### config.mk
export PLATFORM = sky130hd
export DESIGN_NAME = dsv_top
export DESIGN_NICKNAME = d
export VERILOG_FILES = /design/src/rtl/dsv_pkg.sv /design/src/rtl/dsv_tick.sv /design/src/rtl/dsv_ramp.sv /design/src/rtl/dsv_top.sv
export SDC_FILE = /design/constraint.sdc
export NUM_CORES = 1
export LEC_CHECK = 0
export BUFFER_PORTS_ARGS = -buffer_cell sky130_fd_sc_hd__buf_2
export CORE_ASPECT_RATIO = 2
export CORE_UTILIZATION = 35
export DETAILED_ROUTE_END_ITERATION = 8
export PLACE_DENSITY = 0.62
export SETUP_SLACK_MARGIN = 0.15
export SLEW_MARGIN = 20
export SYNTH_ARGS = -nofsm -noshare
export SYNTH_HDL_FRONTEND = slang
export SYNTH_SLANG_ARGS = --single-unit
### constraint.sdc
create_clock -name mclk -period 4.5 [get_ports mclk]
set_input_delay 0.675 -clock mclk [delete_from_list [all_inputs] [get_ports mclk]]
set_output_delay 0.675 -clock mclk [all_outputs]
set_load 0.01 [all_outputs]
### src/rtl/dsv_pkg.sv
// Purpose: constants for the soft-step volume stage
// Assumes: 32-bit classic wishbone, word index = byte address / 4
// Notes:   gain codes count 0.5 dB attenuation steps, 8'h80 is mute
package dsv_pkg;
    // ====================================
    // register indices (byte address = 4 * index)
    localparam logic [7:0] IDX_VOL_L = 8'h00;
    localparam logic [7:0] IDX_VOL_R = 8'h01;
    localparam logic [7:0] IDX_VOL_M = 8'h02;
    localparam logic [7:0] IDX_CTRL  = 8'h03;
    localparam logic [7:0] IDX_PWR   = 8'h04;
    localparam logic [7:0] IDX_STAT  = 8'h05;
    localparam logic [7:0] IDX_INLVL = 8'h06;
    localparam logic [7:0] IDX_INCFG = 8'h07;
    localparam logic [7:0] IDX_CM    = 8'h08;
    localparam logic [7:0] IDX_DIV   = 8'h09;
    localparam logic [7:0] IDX_BIAS  = 8'h6d;
    // ====================================
    // field positions
    localparam int VOL_MUTE   = 7;
    localparam int CTRL_SOFT  = 0;  // 1 = soft-step off
    localparam int CTRL_HALF  = 1;  // 1 = one step per two samples
    localparam int CTRL_DEEMP = 2;
    localparam int CTRL_EFFX  = 3;
    localparam int PWR_DAC    = 0;
    localparam int PWR_L      = 1;
    localparam int PWR_R      = 2;
    localparam int ST_DONE_L  = 0;
    localparam int ST_DONE_R  = 1;
    localparam int ST_PDN     = 2;
    localparam int ST_FBUSY   = 3;
    localparam int BIAS_LSB   = 6;
    // ====================================
    // codes and reset values
    localparam logic [7:0] MUTE_CODE = 8'h80;
    localparam logic [3:0] IN_MAX    = 4'h8;   // 8 x 1.5 dB = -12 dB
    localparam logic [7:0] RST_VOL   = 8'h80;
    localparam logic [7:0] RST_CTRL  = 8'h00;
    localparam logic [7:0] RST_PWR   = 8'h00;
    localparam logic [7:0] RST_INLVL = 8'h00;
    localparam logic [7:0] RST_INCFG = 8'h00;
    localparam logic [1:0] RST_CM    = 2'h0;
    localparam logic [7:0] RST_DIV   = 8'hcf;  // mclk cycles per sample - 1
    localparam logic [7:0] RST_BIAS  = 8'h00;  // lowest bias current
    // sequencer states
    typedef enum logic [1:0] {DSV_OFF, DSV_RUN, DSV_FMUTE, DSV_DOWN} dsv_state_e;
endpackage

### src/rtl/dsv_tick.sv
// Purpose: sample-rate strobe from mclk
// Assumes: period = div + 1 mclk cycles
// Notes:   a new divider value is compared at once; a count already past it runs on through 255
module dsv_tick (
    input  wire logic       mclk,
    input  wire logic       arst_n,
    input  wire logic [7:0] div,
    output logic            tick_q
);
    logic [7:0] cnt_q;
    logic [7:0] cnt_d;
    logic       tick_d;

    // ====================================
    // divider
    always_comb begin
        tick_d = (cnt_q == div);
        cnt_d  = tick_d ? 8'h00 : cnt_q + 8'h01;
    end

    always_ff @(posedge mclk or negedge arst_n) begin
        if (!arst_n) begin
            cnt_q  <= 8'h00;
            tick_q <= 1'b0;
        end else begin
            cnt_q  <= cnt_d;
            tick_q <= tick_d;
        end
    end
endmodule

### src/rtl/dsv_ramp.sv
// Purpose: one soft-stepped gain value
// Assumes: tick is a one-cycle sample strobe
// Notes:   force or soft_off loads the target directly
module dsv_ramp #(
    parameter int W = 8,
    parameter logic [W-1:0] RST = '0
) (
    input  wire logic         mclk,
    input  wire logic         arst_n,
    input  wire logic         tick,
    input  wire logic         half,
    input  wire logic         soft_off,
    input  wire logic         force_ld,
    input  wire logic [W-1:0] target,
    output logic      [W-1:0] applied_q
);
    logic [W-1:0] applied_d;
    logic         phase_q;
    logic         phase_d;
    logic         step;

    // ====================================
    // one step per tick, or per two ticks in half mode
    always_comb begin
        phase_d   = tick ? ~phase_q : phase_q;
        step      = tick && (!half || phase_q);
        applied_d = applied_q;
        if (soft_off || force_ld) begin
            applied_d = target;
        end else if (step && applied_q < target) begin
            applied_d = applied_q + W'(1);
        end else if (step && applied_q > target) begin
            applied_d = applied_q - W'(1);
        end
    end

    always_ff @(posedge mclk or negedge arst_n) begin
        if (!arst_n) begin
            applied_q <= RST;
            phase_q   <= 1'b0;
        end else begin
            applied_q <= applied_d;
            phase_q   <= phase_d;
        end
    end
endmodule

### src/rtl/dsv_top.sv
// Purpose: dac digital volume with soft-step, power and filter sequencing
// Assumes: classic wishbone slave, one clock mclk, 8-bit registers
// Notes:   applied gain leaves through gain_l/gain_r, 8'h80 = mute
//
// Summary of operation
// per-channel 0.5 dB gain plus mute
// master write sets both targets
// one step per sample toward target
// half-rate bit: step every second sample
// read-only done flag when applied equals target
// soft-step off applies gain at once
// host keeps clock until power-down flag
// filter switch: mute, change, unmute
// power-up starts muted then ramps up
// power-down ramps to mute, then off
// two-bit bias field in register 109
// four-step output common-mode select
// whole dac and per-channel analog power
// input level 0 to -12 dB, 1.5 dB
// input level ramps per input amp settings
// host keeps shared inputs configured alike
// done clears on differing target write
//
// Decided for this implementation: the Wishbone slave port.
module dsv_top
    import dsv_pkg::*;
(
    input  wire logic        mclk,
    input  wire logic        arst_n,
    input  wire logic        wb_cyc_i,
    input  wire logic        wb_stb_i,
    input  wire logic        wb_we_i,
    input  wire logic [9:0]  wb_adr_i,
    input  wire logic [3:0]  wb_sel_i,
    input  wire logic [31:0] wb_dat_i,
    output logic      [31:0] wb_dat_o,
    output logic             wb_ack_o,
    output logic      [7:0]  gain_l,
    output logic      [7:0]  gain_r,
    output logic             deemph_on,
    output logic             effects_on,
    output logic             dac_on,
    output logic             chan_l_on,
    output logic             chan_r_on,
    output logic      [1:0]  cm_sel,
    output logic      [1:0]  bias_sel,
    output logic      [3:0]  in_lvl_l,
    output logic      [3:0]  in_lvl_r,
    output logic             sample_tick
);
    import dsv_pkg::*;

    // ====================================
    // bus slave state
    logic        ack_q;        // answer, one cycle
    logic        ack_d;
    logic [31:0] rdat_q;       // read data, loaded with ack
    logic [31:0] rdat_d;
    logic [7:0]  idx;          // word index
    logic        wr_en;        // write commits at ack edge
    logic [7:0]  wbyte;        // low lane

    // ====================================
    // register file
    logic [7:0] vol_l_q, vol_l_d;
    logic [7:0] vol_r_q, vol_r_d;
    logic [7:0] ctrl_q, ctrl_d;
    logic [7:0] pwr_q, pwr_d;
    logic [7:0] inlvl_q, inlvl_d;
    logic [7:0] incfg_q, incfg_d;
    logic [1:0] cm_q, cm_d;
    logic [7:0] div_q, div_d;
    logic [7:0] bias_q, bias_d;

    // ====================================
    // sequencer state
    dsv_state_e st_q, st_d;
    logic       deemp_q, deemp_d;  // applied filter switches
    logic       effx_q, effx_d;
    logic       dac_on_q, dac_on_d;
    logic       chl_q, chl_d;
    logic       chr_q, chr_d;

    // ====================================
    // datapath glue
    logic [7:0] prog_l;     // programmed target, mute folded in
    logic [7:0] prog_r;
    logic [7:0] tgt_l;      // target handed to ramps
    logic [7:0] tgt_r;
    logic       muted;      // both channels at mute
    logic       filt_req;   // software asks a filter change
    logic [3:0] in_tl;      // clamped input level targets
    logic [3:0] in_tr;
    logic       tick;

    assign idx   = wb_adr_i[9:2];
    assign wbyte = wb_dat_i[7:0];
    assign wr_en = wb_cyc_i && wb_stb_i && wb_we_i && ack_q && wb_sel_i[0];

    // ====================================
    // target composition
    always_comb begin
        // mute sits one code beyond -63.5 dB so soft mute walks every step
        prog_l = vol_l_q[VOL_MUTE] ? MUTE_CODE : {1'b0, vol_l_q[6:0]};
        prog_r = vol_r_q[VOL_MUTE] ? MUTE_CODE : {1'b0, vol_r_q[6:0]};
        // only the run state lets the programmed level through
        tgt_l  = (st_q == DSV_RUN) ? prog_l : MUTE_CODE;
        tgt_r  = (st_q == DSV_RUN) ? prog_r : MUTE_CODE;
        muted  = (gain_l == MUTE_CODE) && (gain_r == MUTE_CODE);
        filt_req = (ctrl_q[CTRL_DEEMP] != deemp_q) || (ctrl_q[CTRL_EFFX] != effx_q);
        in_tl  = inlvl_q[3:0];
        in_tr  = inlvl_q[7:4];
    end

    // ====================================
    // sample strobe and ramps
    dsv_tick u_tick (
        .mclk   (mclk),
        .arst_n (arst_n),
        .div    (div_q),
        .tick_q (tick)
    );

    // dac ramps; forced to mute while the converter is off
    dsv_ramp #(.W(8), .RST(MUTE_CODE)) u_ramp_l (
        .mclk      (mclk),
        .arst_n    (arst_n),
        .tick      (tick),
        .half      (ctrl_q[CTRL_HALF]),
        .soft_off  (ctrl_q[CTRL_SOFT]),
        .force_ld  (st_q == DSV_OFF),
        .target    (tgt_l),
        .applied_q (gain_l)
    );

    dsv_ramp #(.W(8), .RST(MUTE_CODE)) u_ramp_r (
        .mclk      (mclk),
        .arst_n    (arst_n),
        .tick      (tick),
        .half      (ctrl_q[CTRL_HALF]),
        .soft_off  (ctrl_q[CTRL_SOFT]),
        .force_ld  (st_q == DSV_OFF),
        .target    (tgt_r),
        .applied_q (gain_r)
    );

    // input level ramps follow the input amplifier soft-step setting
    dsv_ramp #(.W(4), .RST(4'h0)) u_in_l (
        .mclk      (mclk),
        .arst_n    (arst_n),
        .tick      (tick),
        .half      (incfg_q[CTRL_HALF]),
        .soft_off  (incfg_q[CTRL_SOFT]),
        .force_ld  (1'b0),
        .target    (in_tl),
        .applied_q (in_lvl_l)
    );

    dsv_ramp #(.W(4), .RST(4'h0)) u_in_r (
        .mclk      (mclk),
        .arst_n    (arst_n),
        .tick      (tick),
        .half      (incfg_q[CTRL_HALF]),
        .soft_off  (incfg_q[CTRL_SOFT]),
        .force_ld  (1'b0),
        .target    (in_tr),
        .applied_q (in_lvl_r)
    );

    // ====================================
    // register writes
    always_comb begin
        vol_l_d = vol_l_q;
        vol_r_d = vol_r_q;
        ctrl_d  = ctrl_q;
        pwr_d   = pwr_q;
        inlvl_d = inlvl_q;
        incfg_d = incfg_q;
        cm_d    = cm_q;
        div_d   = div_q;
        bias_d  = bias_q;
        if (wr_en) begin
            if (idx == IDX_VOL_L) begin
                vol_l_d = wbyte;
            end else if (idx == IDX_VOL_R) begin
                vol_r_d = wbyte;
            end else if (idx == IDX_VOL_M) begin
                // one write moves both targets together
                vol_l_d = wbyte;
                vol_r_d = wbyte;
            end else if (idx == IDX_CTRL) begin
                ctrl_d = {4'h0, wbyte[3:0]};
            end else if (idx == IDX_PWR) begin
                pwr_d = {5'h00, wbyte[2:0]};
            end else if (idx == IDX_INLVL) begin
                // codes past -12 dB clamp rather than wrap
                inlvl_d[3:0] = (wbyte[3:0] > IN_MAX) ? IN_MAX : wbyte[3:0];
                inlvl_d[7:4] = (wbyte[7:4] > IN_MAX) ? IN_MAX : wbyte[7:4];
            end else if (idx == IDX_INCFG) begin
                incfg_d = {6'h00, wbyte[1:0]};
            end else if (idx == IDX_CM) begin
                cm_d = wbyte[1:0];
            end else if (idx == IDX_DIV) begin
                div_d = wbyte;
            end else if (idx == IDX_BIAS) begin
                bias_d = wbyte;
            end
        end
    end

    always_ff @(posedge mclk or negedge arst_n) begin
        if (!arst_n) begin
            vol_l_q <= RST_VOL;
            vol_r_q <= RST_VOL;
            ctrl_q  <= RST_CTRL;
            pwr_q   <= RST_PWR;
            inlvl_q <= RST_INLVL;
            incfg_q <= RST_INCFG;
            cm_q    <= RST_CM;
            div_q   <= RST_DIV;
            bias_q  <= RST_BIAS;
        end else begin
            vol_l_q <= vol_l_d;
            vol_r_q <= vol_r_d;
            ctrl_q  <= ctrl_d;
            pwr_q   <= pwr_d;
            inlvl_q <= inlvl_d;
            incfg_q <= incfg_d;
            cm_q    <= cm_d;
            div_q   <= div_d;
            bias_q  <= bias_d;
        end
    end

    // ====================================
    // power and filter sequencer
    always_comb begin
        st_d     = st_q;
        deemp_d  = deemp_q;
        effx_d   = effx_q;
        dac_on_d = dac_on_q;
        case (st_q)
            DSV_OFF: begin
                // nothing audible: filters may switch at once
                deemp_d = ctrl_q[CTRL_DEEMP];
                effx_d  = ctrl_q[CTRL_EFFX];
                if (pwr_q[PWR_DAC]) begin
                    dac_on_d = 1'b1;
                    st_d     = DSV_RUN;
                end
            end
            DSV_RUN: begin
                if (!pwr_q[PWR_DAC]) begin
                    st_d = DSV_DOWN;
                end else if (filt_req) begin
                    st_d = DSV_FMUTE;
                end
            end
            DSV_FMUTE: begin
                if (!pwr_q[PWR_DAC]) begin
                    st_d = DSV_DOWN;
                end else if (muted) begin
                    // change the filters only once silent
                    deemp_d = ctrl_q[CTRL_DEEMP];
                    effx_d  = ctrl_q[CTRL_EFFX];
                    st_d    = DSV_RUN;
                end
            end
            DSV_DOWN: begin
                // dac_on stays set until the ramp lands on mute; channel power follows its own pwr bits
                if (muted) begin
                    dac_on_d = 1'b0;
                    st_d     = DSV_OFF;
                end
            end
            default: begin
                st_d = DSV_OFF;
            end
        endcase
        chl_d = dac_on_d && pwr_q[PWR_L];
        chr_d = dac_on_d && pwr_q[PWR_R];
    end

    always_ff @(posedge mclk or negedge arst_n) begin
        if (!arst_n) begin
            st_q     <= DSV_OFF;
            deemp_q  <= 1'b0;
            effx_q   <= 1'b0;
            dac_on_q <= 1'b0;
            chl_q    <= 1'b0;
            chr_q    <= 1'b0;
        end else begin
            st_q     <= st_d;
            deemp_q  <= deemp_d;
            effx_q   <= effx_d;
            dac_on_q <= dac_on_d;
            chl_q    <= chl_d;
            chr_q    <= chr_d;
        end
    end

    // ====================================
    // bus answer and read mux
    always_comb begin
        // ack drops the cycle after it was given
        ack_d  = wb_cyc_i && wb_stb_i && !ack_q;
        rdat_d = rdat_q;
        if (ack_d) begin
            rdat_d = 32'h0000_0000;
            if (idx == IDX_VOL_L || idx == IDX_VOL_M) begin
                rdat_d[7:0] = vol_l_q;
            end else if (idx == IDX_VOL_R) begin
                rdat_d[7:0] = vol_r_q;
            end else if (idx == IDX_CTRL) begin
                rdat_d[7:0] = ctrl_q;
            end else if (idx == IDX_PWR) begin
                rdat_d[7:0] = pwr_q;
            end else if (idx == IDX_STAT) begin
                rdat_d[ST_DONE_L] = (gain_l == prog_l);
                rdat_d[ST_DONE_R] = (gain_r == prog_r);
                rdat_d[ST_PDN]    = (st_q == DSV_OFF);
                rdat_d[ST_FBUSY]  = (st_q == DSV_FMUTE);
            end else if (idx == IDX_INLVL) begin
                rdat_d[7:0] = inlvl_q;
            end else if (idx == IDX_INCFG) begin
                rdat_d[7:0] = incfg_q;
            end else if (idx == IDX_CM) begin
                rdat_d[1:0] = cm_q;
            end else if (idx == IDX_DIV) begin
                rdat_d[7:0] = div_q;
            end else if (idx == IDX_BIAS) begin
                rdat_d[7:0] = bias_q;
            end
        end
    end

    always_ff @(posedge mclk or negedge arst_n) begin
        if (!arst_n) begin
            ack_q  <= 1'b0;
            rdat_q <= 32'h0000_0000;
        end else begin
            ack_q  <= ack_d;
            rdat_q <= rdat_d;
        end
    end

    // ====================================
    // outputs
    assign wb_ack_o    = ack_q;
    assign wb_dat_o    = rdat_q;
    assign deemph_on   = deemp_q;
    assign effects_on  = effx_q;
    assign dac_on      = dac_on_q;
    assign chan_l_on   = chl_q;
    assign chan_r_on   = chr_q;
    assign cm_sel      = cm_q;
    assign bias_sel    = bias_q[BIAS_LSB+1:BIAS_LSB];
    assign sample_tick = tick;

    // ====================================
    // half-rate checker helper
    logic [7:0] hr_prev_q, hr_prev_d;  // gain one cycle earlier
    logic       hr_ok_q, hr_ok_d;      // half-rate stepping was in force that cycle
    logic       hr_arm_q, hr_arm_d;    // no sample seen since the last step
    logic       hr_step;               // a half-rate step shows this cycle

    // the phase flips on every sample, so the sample after a step must hold
    always_comb begin
        hr_step   = hr_ok_q && (gain_l != hr_prev_q);
        hr_prev_d = gain_l;
        hr_ok_d   = ctrl_q[CTRL_HALF] && !ctrl_q[CTRL_SOFT] && (st_q != DSV_OFF);
        hr_arm_d  = hr_ok_d && (hr_step || hr_arm_q) && !tick;
    end

    always_ff @(posedge mclk or negedge arst_n) begin
        if (!arst_n) begin
            hr_prev_q <= MUTE_CODE;
            hr_ok_q   <= 1'b0;
            hr_arm_q  <= 1'b0;
        end else begin
            hr_prev_q <= hr_prev_d;
            hr_ok_q   <= hr_ok_d;
            hr_arm_q  <= hr_arm_d;
        end
    end
endmodule

Word-level counts from Yosys, hierarchy flattened
Cells that the tools add are included.
{ "totals": {"in_bits": 51, "register_bits": 104, "word_cells": 187, "output_inout_bits": 67} }
{ "classes": {"reduce_logical": 50, "order_cmp": 10, "n_addsub": 9, "eq_ne": 27, "n_bitwise": 13, "mux": 51} }
{ "ops": {"columns": ["op", "count"], "rows": [
  ["2-to-1 mux 8 bit", 23],
  ["2-to-1 mux 4 bit", 10],
  ["equality test 8 x 3 -> 1 bit (second input constant)", 4],
  ["adder 8 x 1 -> 8 bit (second input constant)", 3],
  ["equality test 8 bit", 3],
  ["logical AND 1 bit", 20],
  ["equality test 8 x 2 -> 1 bit (second input constant)", 2],
  ["equality test 8 x 4 -> 1 bit (second input constant)", 2],
  ["equality test 8 bit (second input constant)", 2],
  ["> comparator 8 bit", 2],
  ["< comparator 8 bit", 2],
  ["subtractor 8 x 1 -> 8 bit (second input constant)", 2],
  ["2-to-1 mux 2 bit", 7],
  ["inverter 1 bit", 13],
  ["nonzero test 3 bit", 4],
  ["AND reduction 11 bit", 1],
  ["inequality test 2 bit (second input constant)", 5],
  ["AND reduction 10 bit", 1],
  ["AND reduction 3 bit", 3],
  ["AND reduction 9 bit", 1],
  ["adder 4 x 1 -> 4 bit (second input constant)", 2],
  ["equality test 8 x 1 -> 1 bit (second input constant)", 1],
  ["equality test 8 x 7 -> 1 bit (second input constant)", 1],
  ["> comparator 4 bit", 2],
  ["other kinds (21)", 44]
]} }

Logic depth before layout (Yosys ltp)
{ "depth": {"word_depth": 11, "ltp_mapped": 16, "ltp_nobuf": 15} }

Modules after synthesis
From an unflattened synthesis, not the netlist that was laid out.
{ "hier_totals": {"cells_unflattened": 792, "hier_area_um2": 7410.9} }
{ "modules_own_cells": {"columns": ["mod", "area_each_um2", "seq_area_each_um2", "cells_each", "n_inst"], "rows": [
  ["dsv_top", 4038.9, 1686.6, 415, 1],
  ["dsv_ramp (u_ramp_l ...)", 962.2, 226.5, 116, 2],
  ["dsv_ramp (u_in_l ...)", 466.7, 125.1, 50, 2],
  ["dsv_tick", 514.2, 225.2, 45, 1]
]} }

Worst setup path before layout
No wires, ideal clock.
{ "synth_timing": {"path_kind": "reg2reg", "from": "register st_q[1]", "to": "register u_ramp_r.applied_q[7]", "setup_ns": 0.098, "t_required_ns": 4.402, "t_arrival_ns": 3.693, "path_stages_with_launch": 17, "slack_ns": 0.708, "period_less_slack_ns": 3.792, "path_buffers": 1, "path_cell_list": "dfrtp_1 inv_1 ha_1 nor2b_1 clkbuf_1 nand2_1 ha_1 a21o_1 a2111oi_0 o211ai_1 ha_1 nand3_1 o2111ai_1 o211ai_1 xor2_1 a21o_1 a221oi_1"} }
{ "synth_via": {"elab_chain_len": 6, "word_cells_on_any_way": 11, "cone_classes": "2 x order compare; 1 x eq/ne; 3 x mux; 5 x reduce/logical"} }
{ "synth_rtl": {"columns": ["item", "line_no", "text"], "rows": [
  ["start: declaration", "dsv_top.sv:77", "dsv_state_e st_q, st_d;"],
  ["start signal: assignment", "dsv_top.sv:293", "st_q <= st_d;"],
  ["equality test 2 x 1 -> 1 bit", "dsv_top.sv:108", "tgt_r = (st_q == DSV_RUN) ? prog_r : MUTE_CODE;"],
  ["2-to-1 mux 8 bit", "dsv_top.sv:108", null],
  ["< comparator 8 bit", "dsv_ramp.sv:30", "end else if (step && applied_q < target) begin"],
  ["logical AND 1 bit", "dsv_ramp.sv:30", null],
  ["2-to-1 mux 8 bit", "dsv_ramp.sv:30", null],
  ["2-to-1 mux 8 bit", "dsv_ramp.sv:28", "if (soft_off || force_ld) begin"],
  ["end signal: assignment", "dsv_ramp.sv:42", "applied_q <= applied_d;"],
  ["end: declaration", "dsv_ramp.sv:15", "output logic [W-1:0] applied_q"]
]} }
Parallel ways exist; a longest one is shown, timed or not.
A chain may end at the register's enable or synchronous reset.

Worst setup path after layout
{ "layout_timing": {"from": "register st_q[1]", "to": "register u_ramp_l.applied_q[6]"} }
{ "layout_via": {"elab_chain_len": 6, "word_cells_on_any_way": 11, "cone_classes": "2 x order compare; 1 x eq/ne; 3 x mux; 5 x reduce/logical"} }
{ "layout_rtl": {"columns": ["item", "line_no", "text"], "rows": [
  ["equality test 2 x 1 -> 1 bit", "dsv_top.sv:107", "tgt_l = (st_q == DSV_RUN) ? prog_l : MUTE_CODE;"],
  ["2-to-1 mux 8 bit", "dsv_top.sv:107", null],
  ["< comparator 8 bit", "dsv_ramp.sv:30", null],
  ["logical AND 1 bit", "dsv_ramp.sv:30", null],
  ["2-to-1 mux 8 bit", "dsv_ramp.sv:30", null],
  ["2-to-1 mux 8 bit", "dsv_ramp.sv:28", null],
  ["end signal: assignment", "dsv_ramp.sv:42", null],
  ["end: declaration", "dsv_ramp.sv:15", null]
]} }
Parallel ways exist; a longest one is shown, timed or not.

==> qor.yml <==
worst_setup_path:
  arrival_ns: 4.33
  cp-start-kind: "register"
  worst_path_largest_cell_delay_ns: 0.59
  crit_path_cell_trace: "inv_1 -> ha_1 -> nor2b_2 -> nand2_1 -> ha_1 -> a21oi_1 -> o2111ai_1 -> or3_1 -> fa_1 -> a21o_1 -> a21oi_1 -> o21ai_0 -> o41a_1 -> a31oi_1"
  cp_top_family: "compound AO/OA/AOI/OAI gates"
  required_ns: 4.78
  crit_path_top_delay_cell: "or3_1"
  cp-end-kind: "register"
  path_max_fanout: 9
  critPathKind: "register to register"
  critPathBufInv: 1
synthesis:
  mappedNetlistArea_um2: 7010
  syn_inst: 739
  synthArstFlopShare: 1.00
  synth_edf_count: 0
  ys_types: 72
  synth_flop_cell: "dfrtp_1"
  ys_warn_count: 0
  ys_seq_area_frac: 0.373
  synth_area_per_cell_um2: 9.49
  ys_seq_elements: 104
worst_hold_path:
  hold_path.class: "primary input to asynchronous set/reset pin"
route:
  vias_per_cell: 5.42
  antenna_left: 0
  drc: 0
  first_pass_iters: 4
  drt_iter0_drc: 253
  routed_wl_um: 19400
  routedWlPerCell_um: 18.3
  num_vias: 5748
grt:
  grt_overflow: 0
  track_usage: 0.196
  antenna_found_initial: 0
  grt_max_degree: 39
  grt_pass1_vias: 5714
  grt_pass1_wl_um: 30400
timing:
  finalHoldViolations: 0
  rsz0062_at_grt: "true"
  clock_skew_ns: 0.0110
  setup_viol: 0
  fin_crit_sh: 0.900
  slew_viol_final: 0
  layout_min_cycle_time_ns: 4.05
  worst_pin_slew_ns: 0.770
  max_freq_ghz: 0.247
  tns_ns: 0
  maxSlewHeadroom: 0.483
run:
  maxCapViolCount: 0
finish:
  diodes: 0
  nNetsFinal: 899
  multi_input_area_um2: 4030
  fillers: 2004
  seq_area_um2: 2620
  syn2layout_area_growth_pct: 12.0
  drive_gt1_frac: 0.208
placed_design:
  numPortBuffers: 64
  gp_congestion: 0.862
  place_hpwl_um: 15200
clock_network:
  cts_tree: "yes"
  cts_hold_buf: 0
  htree_levels: 3
  cts.path.max_buffers: 2
  root_buffer: "clkbuf_16"
  clk_pin_slew_ns: 0.07
  cts_buffers: 9
  postCtsSetupBuffers: 0
  worstSkewPairLatency_ns: 0.36
  cts_sinks: 104
power:
  vdd_drop_max_uv: 240
  total_power_mw: 4.93
  power_density_nw_per_um2: 627
  p_leak_nw: 3.49
run_status:
  status: "finished clean"
die:
  die-height_um: 202
  start_util: 0.360
  die_w_um: 102
  dieArea_um2: 20600
  io_pins: 118
  rows: 72
  fp.coreArea_um2: 19500
-- routing by layer --
| metal | up-vias | part of all wire | track usage |
|---|---|---|---|
| met3 | 46 | 0.030 | 0.0235 |
| met2 | 148 | 0.57 | 0.376 |
| li1 | 2741 | - | - |
| met4 | 0 | 0.050 | 0.105 |
| met5 | - | 0 | 0 |
| met1 | 2813 | 0.35 | 0.198 |
-- flip-flops by register name, indices dropped and copies added (netlist names), 8 cells and up --
register and count:
u_ramp_r.applied_q 8, div_q 8, inlvl_q 8, u_tick.cnt_q 8
wb_dat_o 8, bias_q 8, vol_r_q 8, vol_l_q 8
u_ramp_l.applied_q 8
-- power by group --
| group | leakage (nW) | internal (mW) | switching (mW) | total [mW] |
|---|---|---|---|---|
| logic | 2.07 | 1.22 | 1.53 | 2.75 |
| clock network | 0.152 | 0.488 | 0.367 | 0.855 |
| registers | 1.27 | 1.10 | 0.226 | 1.33 |
| total | 3.49 | 2.80 | 2.12 | 4.93 |
-- repair_timing --
action                                  4_1_cts  5_1_grt
endpoints found under the setup margin        0        5
endpoints found under the hold margin         0        0
resized for setup                             0        3
-- final cells by class --
class                   instances  share of cell area
well taps                     259              0.0413
flip-flops and latches        104               0.333
clock inverters                 7              0.0120
multi-input cells             565               0.513
clock buffers                   9              0.0287
inverters                      40              0.0191
repair buffers                 76              0.0526
-- worst reg2reg max path, stage by stage, from the launching register on --
cell       delay (ns)
dfrtp_1          0.44
inv_1            0.12
ha_1             0.26
nor2b_2          0.31
nand2_1          0.12
ha_1             0.32
a21oi_1          0.19
o2111ai_1        0.14
or3_1            0.59
fa_1             0.48
a21o_1           0.18
a21oi_1          0.21
o21ai_0          0.14
o41a_1           0.32
a31oi_1          0.15
-- path summary, 6_finish.rpt --
path / from / endpoint / slack [ns] / cells past startpoint
min: arst_n / st_q[1]$_DFFE_PN0P_ / 0.29 / 1
min reg2reg: u_in_r.phase_q$_DFFE_PN0P_ / u_in_r.phase_q$_DFFE_PN0P_ / 0.46 / 1
max in group asynchronous: arst_n / div_q[7]$_DFFE_PN1P_ / 3.32 / 2
min in group mclk: u_in_r.phase_q$_DFFE_PN0P_ / u_in_r.phase_q$_DFFE_PN0P_ / 0.46 / 1
max reg2reg: st_q[1]$_DFFE_PN0P_ / u_ramp_l.applied_q[6]$_DFFE_PN0P_ / 0.45 / 14
max: st_q[1]$_DFFE_PN0P_ / u_ramp_l.applied_q[6]$_DFFE_PN0P_ / 0.45 / 14
-- through the flow --
step	cells	util	setup WS [ns]	cell area (um2)	hold slack, ns
after floorplan	762	-	0.708	7100	0.379
after global placement	1044	0.387	0.379	7520	0.444
after detailed placement	1044	0.387	0.330	7520	0.449
after CTS	1060	0.403	0.307	7840	0.300
after global routing	1060	0.403	0.125	7850	0.321
final	1060	0.403	0.452	7850	0.286
-- synthesized netlist by cell type (14+ instances only) --
library cell / count / share of area
buf_4: 26 / 0.028
nand3_1: 25 / 0.018
ha_1: 48 / 0.086
nor2_1: 60 / 0.032
a21o_1: 14 / 0.015
nand2_1: 41 / 0.022
mux2_2: 48 / 0.077
a21oi_1: 33 / 0.024
inv_1: 40 / 0.021
o21ai_0: 43 / 0.031
clkbuf_1: 17 / 0.0091
xnor2_1: 20 / 0.025
a31oi_1: 23 / 0.021
dfrtp_1: 94 / 0.34
xor2_1: 17 / 0.021
-- cell usage in the layout, fill, tap and decap left out, types with 5 or more instances in the layout --
| master | count |
|---|---|
| and2_1 | 8 |
| a31oi_1 | 23 |
| conb_1 | 24 |
| xor2_1 | 17 |
| nor2b_1 | 10 |
| dfrtp_1 | 94 |
| mux2i_1 | 8 |
| o211ai_1 | 5 |
| o21a_1 | 5 |
| or3_1 | 8 |
| dfstp_2 | 10 |
| or2_2 | 5 |
| nand2_1 | 41 |
| nand3b_1 | 10 |
| inv_1 | 40 |
| clkbuf_16 | 9 |
| xnor2_1 | 20 |
| mux2_2 | 48 |
| a21o_1 | 14 |
| buf_2 | 63 |
| nor2_1 | 60 |
| nand4_1 | 11 |
| nor3_1 | 12 |
| ha_1 | 48 |
| o21ai_0 | 43 |
| a21oi_1 | 33 |
| nand3_1 | 25 |
| o22ai_1 | 8 |
| buf_4 | 13 |
-- cells by family (layout without fill, tap and decap cells) --
| group | Yosys count | after routing | synth area share |
|---|---|---|---|
| buffers and inverters | 93 | 132 | 0.0658 |
| muxes | 56 | 56 | 0.0885 |
| AOI/OAI and AO/OA | 176 | 176 | 0.162 |
| adders and majority gates | 52 | 52 | 0.0971 |
| xor gates and xnor gates | 37 | 37 | 0.0462 |
| other | 1 | 24 | 0.000535 |
| DFF | 104 | 104 | 0.373 |
| and+or+nand+nor | 220 | 220 | 0.166 |
Power figures use the tool's default switching activity.
